## src/lds_pkg.sv

```systemverilog
package lds_pkg;
    // Limit DAC code width and the two fixed codes
    localparam int         CODE_W    = 8;
    localparam logic [7:0] DAC_ZERO  = 8'h00;
    localparam logic [7:0] DAC_FULL  = 8'hff;

    // Command codes on the host command port
    localparam logic [3:0] CMD_OFF_CURR = 4'h0;
    localparam logic [3:0] CMD_OFF_VOLT = 4'h1;
    localparam logic [3:0] CMD_ON_CURR  = 4'h2;
    localparam logic [3:0] CMD_ON_VOLT  = 4'h3;
    localparam logic [3:0] CMD_SELECT   = 4'h4;
    localparam logic [3:0] CMD_ERR_CURR = 4'h5;
    localparam logic [3:0] CMD_ERR_VOLT = 4'h6;
    localparam logic [3:0] CMD_SANITIZE = 4'h7;
    localparam logic [3:0] CMD_SAVE     = 4'h8;

    // Off-state select field positions
    localparam int SEL_VOLT_FULL_BIT = 0;
    localparam int SEL_CURR_FULL_BIT = 1;
    localparam int SEL_VOLT_CODE_BIT = 2;
    localparam int SEL_CURR_CODE_BIT = 3;
    // Error configuration: fixed on-state limit enable
    localparam int ERR_FIX_BIT       = 7;

    // Factory defaults
    localparam logic [7:0] CODE_RESET   = 8'h00;
    localparam logic [3:0] SELECT_RESET = 4'h0;
    localparam logic [7:0] ERR_RESET    = 8'h00;
    localparam logic [3:0] NIBBLE_ZERO  = 4'h0;

    typedef struct packed {
        logic       valid;
        logic       query;
        logic [3:0] code;
        logic [7:0] data;
    } lds_cmd_t;

    typedef struct packed {
        logic [7:0] off_curr;
        logic [7:0] off_volt;
        logic [7:0] on_curr;
        logic [7:0] on_volt;
        logic [3:0] select;
        logic [7:0] err_curr;
        logic [7:0] err_volt;
    } lds_setup_t;
endpackage
```

## src/lds_limit_chan.sv

```systemverilog
`timescale 1ns/1ps
`default_nettype none
module lds_limit_chan #(
    parameter int W = 8
) (
    input  wire logic         i_output_on,
    input  wire logic         i_own_mode,
    input  wire logic         i_full_en,
    input  wire logic         i_code_en,
    input  wire logic         i_fix_en,
    input  wire logic [W-1:0] i_off_code,
    input  wire logic [W-1:0] i_on_code,
    input  wire logic [W-1:0] i_setpoint,
    output logic      [W-1:0] o_code
);
    logic [W-1:0] off_value;
    logic [W-1:0] on_value;
    logic         full_hit;

    // Full scale only in the channel's own regulation mode
    assign full_hit  = i_own_mode & i_full_en;
    assign off_value = full_hit  ? W'(lds_pkg::DAC_FULL) :
                       i_code_en ? i_off_code :
                                   W'(lds_pkg::DAC_ZERO);
    // Fixed on-state limit applies while the other channel regulates
    assign on_value  = (!i_own_mode && i_fix_en) ? i_on_code : i_setpoint;
    assign o_code    = i_output_on ? on_value : off_value;
endmodule
`default_nettype wire

```

## src/lds_limit_dac_code_selector.sv

```systemverilog
// How it works
// - Off, voltage mode: current DAC gets off code
// - Off, current mode: voltage DAC gets off code
// - On, voltage mode: current DAC fixed code
// - On, current mode: voltage DAC fixed code
// - Queries return the stored byte
// - Four stored limit codes reset to zero
// - Select zero: both DACs zero when off
// - Select bit 0: voltage full scale when off in voltage mode
// - Select bit 1: current full scale when off in current mode
// - Select bit 2: voltage stored off code
// - Select bit 3: current stored off code
// - Full scale wins over stored code
// - Sanitize clears the select register
// - Select register is one hex nibble
// - Save copies setup to nonvolatile store
// - Current error bit 7 fixes current limit when on in voltage mode
// - Voltage error bit 7 fixes voltage limit when on in current mode
`timescale 1ns/1ps
`default_nettype none
module lds_limit_dac_code_selector #(
    parameter int W = lds_pkg::CODE_W
) (
    input  wire logic               i_clk_sys,
    input  wire logic               i_reset,
    input  wire lds_pkg::lds_cmd_t  i_cmd,
    input  wire logic               i_output_on,
    input  wire logic               i_current_mode,
    input  wire logic [W-1:0]       i_volt_setpoint,
    input  wire logic [W-1:0]       i_curr_setpoint,
    output logic      [W-1:0]       o_dac_volt,
    output logic      [W-1:0]       o_dac_curr,
    output logic                    o_rsp_valid,
    output logic                    o_rsp_error,
    output logic      [7:0]         o_rsp_data,
    output logic                    o_nv_save,
    output lds_pkg::lds_setup_t     o_nv_image
);
    lds_pkg::lds_setup_t setup_q;
    lds_pkg::lds_setup_t setup_d;
    logic [W-1:0]        dac_volt_q;
    logic [W-1:0]        dac_curr_q;
    logic [W-1:0]        volt_code;
    logic [W-1:0]        curr_code;
    logic                rsp_valid_q;
    logic                rsp_error_q;
    logic [7:0]          rsp_data_q;
    logic                nv_save_q;
    lds_pkg::lds_setup_t nv_image_q;

    logic       is_write;
    logic       is_query;
    logic       is_sanitize;
    logic       is_save;
    logic       known_query;
    logic [7:0] query_value;

    assign is_write    = i_cmd.valid & ~i_cmd.query;
    assign is_query    = i_cmd.valid & i_cmd.query;
    assign is_sanitize = is_write & (i_cmd.code == lds_pkg::CMD_SANITIZE);
    assign is_save     = is_write & (i_cmd.code == lds_pkg::CMD_SAVE);

    // Stored setup: one command per cycle, so no write collides
    always_comb begin
        setup_d = setup_q;
        if (is_write) begin
            case (i_cmd.code)
                lds_pkg::CMD_OFF_CURR: setup_d.off_curr = i_cmd.data;
                lds_pkg::CMD_OFF_VOLT: setup_d.off_volt = i_cmd.data;
                lds_pkg::CMD_ON_CURR:  setup_d.on_curr  = i_cmd.data;
                lds_pkg::CMD_ON_VOLT:  setup_d.on_volt  = i_cmd.data;
                // Select nibble: upper data bits are dropped
                // one hex nibble
                lds_pkg::CMD_SELECT:   setup_d.select   = i_cmd.data[3:0];
                lds_pkg::CMD_ERR_CURR: setup_d.err_curr = i_cmd.data;
                lds_pkg::CMD_ERR_VOLT: setup_d.err_volt = i_cmd.data;
                lds_pkg::CMD_SANITIZE: setup_d.select   =
                                           lds_pkg::SELECT_RESET;
                default:               setup_d = setup_q;
            endcase
        end
    end

    always_comb begin
        known_query = 1'b1;
        query_value = 8'h00;
        case (i_cmd.code)
            lds_pkg::CMD_OFF_CURR: query_value = setup_q.off_curr;
            lds_pkg::CMD_OFF_VOLT: query_value = setup_q.off_volt;
            lds_pkg::CMD_ON_CURR:  query_value = setup_q.on_curr;
            lds_pkg::CMD_ON_VOLT:  query_value = setup_q.on_volt;
            lds_pkg::CMD_SELECT:   query_value = {lds_pkg::NIBBLE_ZERO,
                                                  setup_q.select};
            lds_pkg::CMD_ERR_CURR: query_value = setup_q.err_curr;
            lds_pkg::CMD_ERR_VOLT: query_value = setup_q.err_volt;
            default:               known_query = 1'b0;
        endcase
    end

    // Voltage channel regulates in voltage mode
    // voltage limit choice
    lds_limit_chan #(
        .W (W)
    ) u_volt_chan (
        .i_output_on (i_output_on),
        .i_own_mode  (~i_current_mode),
        .i_full_en   (setup_q.select[lds_pkg::SEL_VOLT_FULL_BIT]),
        .i_code_en   (setup_q.select[lds_pkg::SEL_VOLT_CODE_BIT]),
        .i_fix_en    (setup_q.err_volt[lds_pkg::ERR_FIX_BIT]),
        .i_off_code  (setup_q.off_volt),
        .i_on_code   (setup_q.on_volt),
        .i_setpoint  (i_volt_setpoint),
        .o_code      (volt_code)
    );

    // Current off code enabled by select bit 3 of the nibble
    // current limit choice
    lds_limit_chan #(
        .W (W)
    ) u_curr_chan (
        .i_output_on (i_output_on),
        .i_own_mode  (i_current_mode),
        .i_full_en   (setup_q.select[lds_pkg::SEL_CURR_FULL_BIT]),
        .i_code_en   (setup_q.select[lds_pkg::SEL_CURR_CODE_BIT]),
        .i_fix_en    (setup_q.err_curr[lds_pkg::ERR_FIX_BIT]),
        .i_off_code  (setup_q.off_curr),
        .i_on_code   (setup_q.on_curr),
        .i_setpoint  (i_curr_setpoint),
        .o_code      (curr_code)
    );

    always_ff @(posedge i_clk_sys) begin
        if (i_reset) begin
            setup_q <= '{off_curr: lds_pkg::CODE_RESET,
                         off_volt: lds_pkg::CODE_RESET,
                         on_curr:  lds_pkg::CODE_RESET,
                         on_volt:  lds_pkg::CODE_RESET,
                         select:   lds_pkg::SELECT_RESET,
                         err_curr: lds_pkg::ERR_RESET,
                         err_volt: lds_pkg::ERR_RESET};
        end else begin
            setup_q <= setup_d;
        end
    end

    // DAC codes registered so the converters never see a glitch
    always_ff @(posedge i_clk_sys) begin
        if (i_reset) begin
            dac_volt_q <= W'(lds_pkg::DAC_ZERO);
            dac_curr_q <= W'(lds_pkg::DAC_ZERO);
        end else begin
            dac_volt_q <= volt_code;
            dac_curr_q <= curr_code;
        end
    end

    always_ff @(posedge i_clk_sys) begin
        if (i_reset) begin
            rsp_valid_q <= 1'b0;
            rsp_error_q <= 1'b0;
            rsp_data_q  <= 8'h00;
        end else begin
            rsp_valid_q <= is_query;
            rsp_error_q <= is_query & ~known_query;
            rsp_data_q  <= is_query ? query_value : 8'h00;
        end
    end

    always_ff @(posedge i_clk_sys) begin
        if (i_reset) begin
            nv_save_q  <= 1'b0;
            nv_image_q <= '0;
        end else begin
            nv_save_q <= is_save;
            if (is_save) begin
                nv_image_q <= setup_q;
            end
        end
    end

    assign o_dac_volt  = dac_volt_q;
    assign o_dac_curr  = dac_curr_q;
    assign o_rsp_valid = rsp_valid_q;
    assign o_rsp_error = rsp_error_q;
    assign o_rsp_data  = rsp_data_q;
    assign o_nv_save   = nv_save_q;
    assign o_nv_image  = nv_image_q;

    property p_off_zero;
        @(posedge i_clk_sys) disable iff (i_reset)
        (!i_output_on && setup_q.select == lds_pkg::SELECT_RESET)
        |=> (o_dac_volt == W'(lds_pkg::DAC_ZERO)) &&
            (o_dac_curr == W'(lds_pkg::DAC_ZERO));
    endproperty
    a_off_zero: assert property (p_off_zero)
        else $error("Off with select zero did not zero both DACs");

    property p_volt_full;
        @(posedge i_clk_sys) disable iff (i_reset)
        (!i_output_on && !i_current_mode &&
         setup_q.select[lds_pkg::SEL_VOLT_FULL_BIT])
        |=> o_dac_volt == W'(lds_pkg::DAC_FULL);
    endproperty
    a_volt_full: assert property (p_volt_full)
        else $error("Voltage DAC not at full scale when off");

    property p_curr_full;
        @(posedge i_clk_sys) disable iff (i_reset)
        (!i_output_on && i_current_mode &&
         setup_q.select[lds_pkg::SEL_CURR_FULL_BIT])
        |=> o_dac_curr == W'(lds_pkg::DAC_FULL);
    endproperty
    a_curr_full: assert property (p_curr_full)
        else $error("Current DAC not at full scale when off");

    property p_volt_off_code;
        @(posedge i_clk_sys) disable iff (i_reset)
        (!i_output_on && setup_q.select[lds_pkg::SEL_VOLT_CODE_BIT] &&
         !(setup_q.select[lds_pkg::SEL_VOLT_FULL_BIT] && !i_current_mode))
        |=> o_dac_volt == $past(setup_q.off_volt);
    endproperty
    a_volt_off_code: assert property (p_volt_off_code)
        else $error("Voltage DAC not at stored off code");

    property p_curr_off_code;
        @(posedge i_clk_sys) disable iff (i_reset)
        (!i_output_on && setup_q.select[lds_pkg::SEL_CURR_CODE_BIT] &&
         !(setup_q.select[lds_pkg::SEL_CURR_FULL_BIT] && i_current_mode))
        |=> o_dac_curr == $past(setup_q.off_curr);
    endproperty
    a_curr_off_code: assert property (p_curr_off_code)
        else $error("Current DAC not at stored off code");

    property p_curr_fixed;
        @(posedge i_clk_sys) disable iff (i_reset)
        (i_output_on && !i_current_mode &&
         setup_q.err_curr[lds_pkg::ERR_FIX_BIT])
        |=> o_dac_curr == $past(setup_q.on_curr);
    endproperty
    a_curr_fixed: assert property (p_curr_fixed)
        else $error("Current DAC not at fixed on code");

    property p_volt_fixed;
        @(posedge i_clk_sys) disable iff (i_reset)
        (i_output_on && i_current_mode &&
         setup_q.err_volt[lds_pkg::ERR_FIX_BIT])
        |=> o_dac_volt == $past(setup_q.on_volt);
    endproperty
    a_volt_fixed: assert property (p_volt_fixed)
        else $error("Voltage DAC not at fixed on code");

    property p_sanitize;
        @(posedge i_clk_sys) disable iff (i_reset)
        is_sanitize |=> (setup_q.select == lds_pkg::SELECT_RESET)
                        && $stable(setup_q.off_curr);
    endproperty
    a_sanitize: assert property (p_sanitize)
        else $error("Sanitize did not clear select only");

    property p_query;
        @(posedge i_clk_sys) disable iff (i_reset)
        (is_query && i_cmd.code == lds_pkg::CMD_ON_VOLT)
        |=> o_rsp_valid && !o_rsp_error &&
            (o_rsp_data == $past(setup_q.on_volt));
    endproperty
    a_query: assert property (p_query)
        else $error("Query answer does not match stored code");

    property p_reset_codes;
        @(posedge i_clk_sys)
        i_reset |=> (setup_q.off_curr == lds_pkg::CODE_RESET) &&
                    (setup_q.off_volt == lds_pkg::CODE_RESET) &&
                    (setup_q.on_curr  == lds_pkg::CODE_RESET) &&
                    (setup_q.on_volt  == lds_pkg::CODE_RESET);
    endproperty
    a_reset_codes: assert property (p_reset_codes)
        else $error("Stored codes not zero after reset");

    property p_save;
        @(posedge i_clk_sys) disable iff (i_reset)
        is_save |=> o_nv_save && (o_nv_image == $past(setup_q))
                ##1 ($stable(o_nv_image) || $past(is_save));
    endproperty
    a_save: assert property (p_save)
        else $error("Save did not copy setup or image did not hold");

    property p_query_err;
        @(posedge i_clk_sys) disable iff (i_reset)
        (is_query && !known_query)
        |=> o_rsp_valid && o_rsp_error && (o_rsp_data == 8'h00);
    endproperty
    a_query_err: assert property (p_query_err)
        else $error("Unknown query not refused");

    property p_select_nibble;
        @(posedge i_clk_sys) disable iff (i_reset)
        (is_write && i_cmd.code == lds_pkg::CMD_SELECT)
        |=> setup_q.select == $past(i_cmd.data[3:0]);
    endproperty
    a_select_nibble: assert property (p_select_nibble)
        else $error("Select write did not keep the low nibble");
endmodule
`default_nettype wire

```

## config.mk

```make
export PLATFORM = sky130hd
export DESIGN_NAME = lds_limit_dac_code_selector
export DESIGN_NICKNAME = d
export VERILOG_FILES = /design/src/lds_pkg.sv /design/src/lds_limit_chan.sv /design/src/lds_limit_dac_code_selector.sv
export SDC_FILE = /design/constraint.sdc
export NUM_CORES = 1
export LEC_CHECK = 0
export BUFFER_PORTS_ARGS = -buffer_cell sky130_fd_sc_hd__buf_2
export CAP_MARGIN = 0
export CELL_PAD_IN_SITES_DETAIL_PLACEMENT = 1
export CELL_PAD_IN_SITES_GLOBAL_PLACEMENT = 1
export CORE_MARGIN = 1.5
export CORE_UTILIZATION = 44
export CTS_CLUSTER_SIZE = 40
export DETAILED_ROUTE_END_ITERATION = 12
export HOLD_SLACK_MARGIN = 0.03
export PLACE_DENSITY = 0.9
export SLEW_MARGIN = 20
export SYNTH_ARGS = -nofsm -noshare
export SYNTH_HDL_FRONTEND = slang
export SYNTH_SLANG_ARGS = --single-unit
export TNS_END_PERCENT = 10
```

## constraint.sdc

```tcl
create_clock -name i_clk_sys -period 2.3 [get_ports i_clk_sys]
set_clock_uncertainty 0.2 [all_clocks]
set_input_delay 0.46 -clock i_clk_sys [delete_from_list [all_inputs] [get_ports i_clk_sys]]
set_output_delay 0.46 -clock i_clk_sys [all_outputs]
set_load 0.05 [all_outputs]
```

==> results of run 1 <==
layout by cell type, fill, tap and decap left out, types with 16 or more instances in the layout:
| master | instances |
|---|---|
| nand2_1 | 21 |
| o21ai_0 | 84 |
| buf_4 | 18 |
| buf_2 | 111 |
| nand3_1 | 104 |
| clkbuf_16 | 17 |
| o21ai_1 | 30 |
| dfxtp_1 | 131 |
| a21oi_1 | 107 |
| and3b_1 | 17 |
| a221oi_1 | 17 |
| mux2i_1 | 16 |
stage by stage:
stage	power [µW]	area (µm²)
after floorplan	2610	5670
after global placement	2750	6330
after detailed placement	2760	6330
after CTS	5690	6970
after global routing	5830	6970
final	5680	6970
metal layers:
metal / routed length [µm] / share of wire / vias up
met2: 9810 / 0.47 / 288
li1: - / - / 2597
met3: 1610 / 0.078 / 56
met4: 731 / 0.035 / 0
met5: 0 / 0 / -
met1: 8510 / 0.41 / 2854
cell type report:
cell class | instances | area [µm²]
clock inverters | 10 | 179
repair buffers | 133 | 771
clock buffers | 22 | 464
inverters | 2 | 7.51
multi-input cells | 458 | 2720
flip-flops and latches | 131 | 2620
fillers | 1514 | 5650
well taps | 172 | 215
cells by family (layout without fill, tap and decap cells):
family                 count (synthesis)  count (layout)  synth area share
multiplexers                          25              25            0.0481
AO/OA/AOI/OAI                        251             251             0.239
flip-flops                           131             131             0.462
buffers and inverters                 74             167            0.0622
XOR/XNOR                               1               1           0.00154
AND/OR/NAND/NOR                      181             181             0.187
registers in the layout (all words and copies together) (netlist names):
signal / count
o_dac_curr: 8
o_dac_volt: 8
o_nv_image: 52
o_nv_save: 1
o_rsp_data: 8
o_rsp_error: 1
o_rsp_valid: 1
setup_q: 52
final timing paths:
check                 startpoint              to  slack (ps)  cells after the start
hold / removal          i_cmd[7]     setup_q[15]         180                      3
setup reg to reg     setup_q[15]   o_dac_curr[1]         500                      3
setup / recovery     setup_q[15]   o_dac_curr[1]         500                      3
hold reg to reg   o_nv_image[39]  o_nv_image[39]         270                      2
worst register-to-register path, stage by stage, from the launching register on:
cell and delay, ps:
dfxtp_1 470, nand2b_1 360, mux2i_1 210, a221oi_1 410
power by group through the flow:
| stage | clock network (µW) | registers [µW] | logic [µW] |
|---|---|---|---|
| after floorplan | 0 | 2410 | 200 |
| after global placement | 0 | 2360 | 389 |
| after detailed placement | 0 | 2360 | 404 |
| after CTS | 2970 | 2310 | 410 |
| after global routing | 3090 | 2310 | 437 |
| final | 2950 | 2310 | 415 |
==> run_results.csv, run 1 <==
group,metric,value,unit
setup_path,cp_top_family,"flip-flops",
timing,finalSetupViolations,0,
grt,grt_pass1_vias,5660,
detailed_routing,dr.pass1.iters,5,
clock_tree,htreeDepth,4,
grt,antenna_found_initial,1,
timing,period_needed,1800,ps
die,ios,113,
yosys,ys_seq_area_frac,0.462,
setup_path,end_kind,"flip-flop",
finish,nets,777,
yosys,synthTopCellsByCount,"dfxtp_1 (131), a21oi_1 (107), nand3_1 (104), o21ai_0 (84), clkbuf_1 (39)",
finish,instances_no_fill,928,
yosys,yosys.area.top_type_share,0.462,
timing,final-max-slew-violation-count,0,
place,placedCellCount,896,
grt,grt_max_degree,122,
power_and_ir_drop,switching_share,0.229,
place,gp_congestion,0.885,
detailed_routing,drcViolationCount,0,
clock_tree,cts_tree,"done",
die,initial_core_util,0.449,
min_path,min_path_type,"primary input to flip-flop",
setup_path,worstPathArrival,1870,ps
clock_tree,cts_resized,0,
yosys,synth_edf_count,0,
finish,n_antenna_cell,0,
finish,syn_to_final_growth,23.0,%
timing,hold_slack,183,ps
clock_tree,ctsHoldBuffers,0,
detailed_routing,vias,5795,
grt,grt.busiest_layer,"met2",
timing,rsz0062_at_grt,"false",
timing,tightest_slew,617,ps
die,dieArea,13600,µm²
die,rows,41,
setup_path,crit_path_max_incr_delay,470,ps
finish,drive_above_1_share,0.234,
timing,hold_viol,0,
detailed_routing,ant_nets,0,
yosys,synth_flop_cell,"dfxtp_1",
yosys,syn_area_per_cell,8.55,µm²
grt,grt_overflow,0,
die,design.core.area,12600,µm²
detailed_routing,drt-initial-drc-count,447,
setup_path,required,2370,ps
power_and_ir_drop,combPwrFrac,0.073,
yosys,yosysWarnings,0,
finish,post-route-util,0.553,
yosys,ys_ff_latch,131,
yosys,yosysMostFrequentCell,"dfxtp_1",
clock_tree,postCtsSetupBuffers,0,
setup_path,crit_buf_inv,0,
yosys,yosys-top-cells-area,"dfxtp_1 (46%), a21oi_1 (9.4%), nand3_1 (9.2%)",
clock_tree,path_clk_slew,60,ps
power_and_ir_drop,power_leakage,0.00276,µW
timing,setup_tns,0,ps
detailed_routing,vias_per_cell,6.24,
grt,grt_use_total,0.312,
yosys,synthCells,663,
clock_tree,cts.sinks,131,
timing,relSlewSlack,0.588,
grt,met1_usage,0.396,
grt,grt_pass1_wl,31700,µm
setup_path,critPathKind,"flip-flop to flip-flop",
setup_path,worst_setup_path_start_kind,"flip-flop",
grt,grt_use_met3,0.0628,
clock_tree,ctsRootBufferMaster,"clkbuf_16",
clock_tree,cts_buffers,17,
run,drv_cap,0,
clock_tree,worstSkewPairLatency,420,ps
yosys,syn_area,5670,µm²
setup_path,crit_fanout,8,
die,die-height,117,µm
power_and_ir_drop,p_seq_frac,0.407,
clock_tree,cts.path.max_buffers,2,
yosys,async_reset_ff_frac,0,
power_and_ir_drop,p_clk_frac,0.520,
outcome,status,"complete, no violations",
timing,fin_ws,502,ps
detailed_routing,wl,20700,µm
yosys,synth_top_area_cell,"dfxtp_1",
power_and_ir_drop,power.density,814,nW/µm²
yosys,synth_cell_type_count,37,
place,pre_cts_ws,237,ps
detailed_routing,wl_per_cell,22.3,µm
place,io_buffers,112,
grt,met2_usage,0.511,
power_and_ir_drop,power.internal,4380,µW
setup_path,slowest_stage,"dfxtp_1",
setup_path,cp_cell_sequence,"nand2b_1, mux2i_1, a221oi_1",
yosys,synth_fp_nets,697,
die,die_w,117,µm
power_and_ir_drop,p_sw,1300,µW
power_and_ir_drop,vdd_drop_max,0.384,mV
timing,fin_crit_sh,0.782,
timing,timing.fmax,0.556,GHz
place,dp_hpwl,13800,µm
(Power assumes the default switching activity.)
==> inputs of run 2 (changes only) <==
- CORE_UTILIZATION: 44 -> 37
- PLACE_DENSITY: 0.9 -> 0.81
- clock period: 2.3 -> 1.5 ns (I/O delays scaled with it)
==> run_results.csv, run 2 (synthesis results as in run 1) <==
group,metric,value,unit
clock_tree,cts_tree,"done",
power_and_ir_drop,power.density,1140,nW/µm²
setup_path,worst_setup_path_start_kind,"flip-flop",
timing,hold_viol,0,
detailed_routing,dr.pass1.iters,5,
place,gp_congestion,0.902,
die,die-height,127,µm
timing,finalSetupViolations,0,
timing,period_needed,1490,ps
grt,grt_use_total,0.275,
detailed_routing,drcViolationCount,0,
timing,fin_crit_sh,0.991,
clock_tree,cts.path.max_buffers,2,
finish,instances_no_fill,999,
timing,relSlewSlack,0.681,
clock_tree,cts.sinks,131,
detailed_routing,wl,22000,µm
clock_tree,path_clk_slew,60,ps
finish,final_common_cell,"dfxtp_1",
setup_path,crit_path_max_incr_delay,380,ps
setup_path,required,1000,ps
setup_path,r2r-end,"o_dac_curr[7]",
min_path,min_path_type,"primary input to flip-flop",
die,design.core.area,15100,µm²
detailed_routing,vias,5910,
setup_path,cp_top_family,"flip-flops",
timing,rsz0062_at_grt,"true",
detailed_routing,wl_per_cell,22.0,µm
die,initial_core_util,0.376,
die,rows,45,
finish,drive_above_1_share,0.289,
finish,syn_to_final_growth,37.8,%
grt,grt_overflow,0,
timing,setup_tns,0,ps
grt,grt_pass1_wl,34200,µm
detailed_routing,vias_per_cell,5.92,
setup_path,slowest_stage,"dfxtp_1",
clock_tree,postCtsSetupBuffers,0,
setup_path,crit_start,"o_rsp_data[6]",
run,drv_cap,0,
setup_path,cp_cell_sequence,"buf_6",
min_path,whs_path_depth,3,
finish,n_antenna_cell,0,
setup_path,end_kind,"output pin",
finish,final_cell_mix,"dfxtp_1 (129), a21oi_1 (105), buf_4 (105)",
setup_path,rr_worst_depth,4,
grt,antenna_found_initial,0,
clock_tree,worstSkewPairLatency,430,ps
setup_path,worstPathArrival,990,ps
place,io_buffers,112,
setup_path,critPathKind,"flip-flop to output pin",
power_and_ir_drop,power_leakage,0.00307,µW
clock_tree,ctsRootBufferMaster,"clkbuf_16",
setup_path,r2r-start,"setup_q[15]",
die,dieArea,16100,µm²
timing,final-max-slew-violation-count,0,
grt,grt_max_degree,62,
detailed_routing,ant_nets,0,
place,dp_hpwl,15000,µm
finish,nets,832,
min_path,hp-start,"i_volt_setpoint[0]",
grt,grt_pass1_vias,5958,
place,placedCellCount,961,
clock_tree,htreeDepth,4,
die,die_w,127,µm
setup_path,crit_fanout,1,
timing,tightest_slew,479,ps
min_path,min_to,"o_dac_volt[0]",
detailed_routing,drt-initial-drc-count,498,
power_and_ir_drop,vdd_drop_max,0.706,mV
clock_tree,cts_buffers,17,
timing,timing.fmax,0.673,GHz
die,ios,113,
setup_path,crit_buf_inv,1,
setup_path,reg2reg_slack,50,ps
outcome,status,"complete, no violations",
[run 2: cell count changes in the layout (fill, tap and decap cells not counted)]
cell	delta
a221oi_2	+4
dlygate4sd3_1	+6
clkbuf_4	+14
dfxtp_2	+2
buf_4	+87
dfxtp_1	-2
a21oi_1	-2
buf_6	+19
a21oi_2	+2
buf_12	+7
buf_2	-78
a221oi_1	-4
[run 2: area by class of cell]
cell class                      count  area, µm²
Inverter                            2       7.51
Clock buffer                       22        464
Tap cell                          188        235
Sequential cell                   131       2630
Fill cell                        1733       7280
Timing Repair Buffer              188       1550
Clock inverter                     10        179
Multi-Input combinational cell    458       2750
[run 2: power breakdown]
group	switching (µW)	internal, µW
Sequential	23.0	3520
Combinational	500	260
Clock	1550	3030
Total	2080	6800
[run 2: what timing repair did]
| action | in CTS | in global routing |
|---|---|---|
| gates cloned | 0 | 0 |
| pin swaps | 0 | 0 |
| setup endpoints to repair | 73 | 41 |
| hold buffers | 6 | 0 |
| endpoints found under the hold margin | 16 | 0 |
| gates resized for setup | 69 | 36 |
[run 2: through the flow]
step	hold slack (ps)	utilization	power (µW)	area [µm²]	setup WS, ps
final	43.8	0.518	8880	7810	13.2
after global placement	260	0.451	4300	6810	-212
after floorplan	248	-	4000	5670	-89.9
after global routing	43.4	0.518	9140	7810	-10.2
after detailed placement	268	0.451	4320	6810	-331
after CTS	31.8	0.510	8910	7690	-5.36
[run 2: layer usage]
metal / wire (µm) / vias up / track usage
met5: 0 / - / 0
met2: 10700 / 217 / 0.464
met1: 9570 / 2959 / 0.358
met3: 1260 / 30 / 0.0460
li1: - / 2704 / -
met4: 396 / 0 / 0.0936
[run 2: worst max path at each step]
| stage | end | cells past startpoint |
|---|---|---|
| 6_report | o_rsp_data[6] | 1 |
| 2_1_floorplan | setup_q[23] | 5 |
| 3_5_place_dp | o_nv_image[6] | 6 |
| 5_1_grt | o_nv_image[12] | 1 |
| 3_3_place_gp | o_nv_image[6] | 6 |
| 4_1_cts | o_dac_curr[0] | 2 |
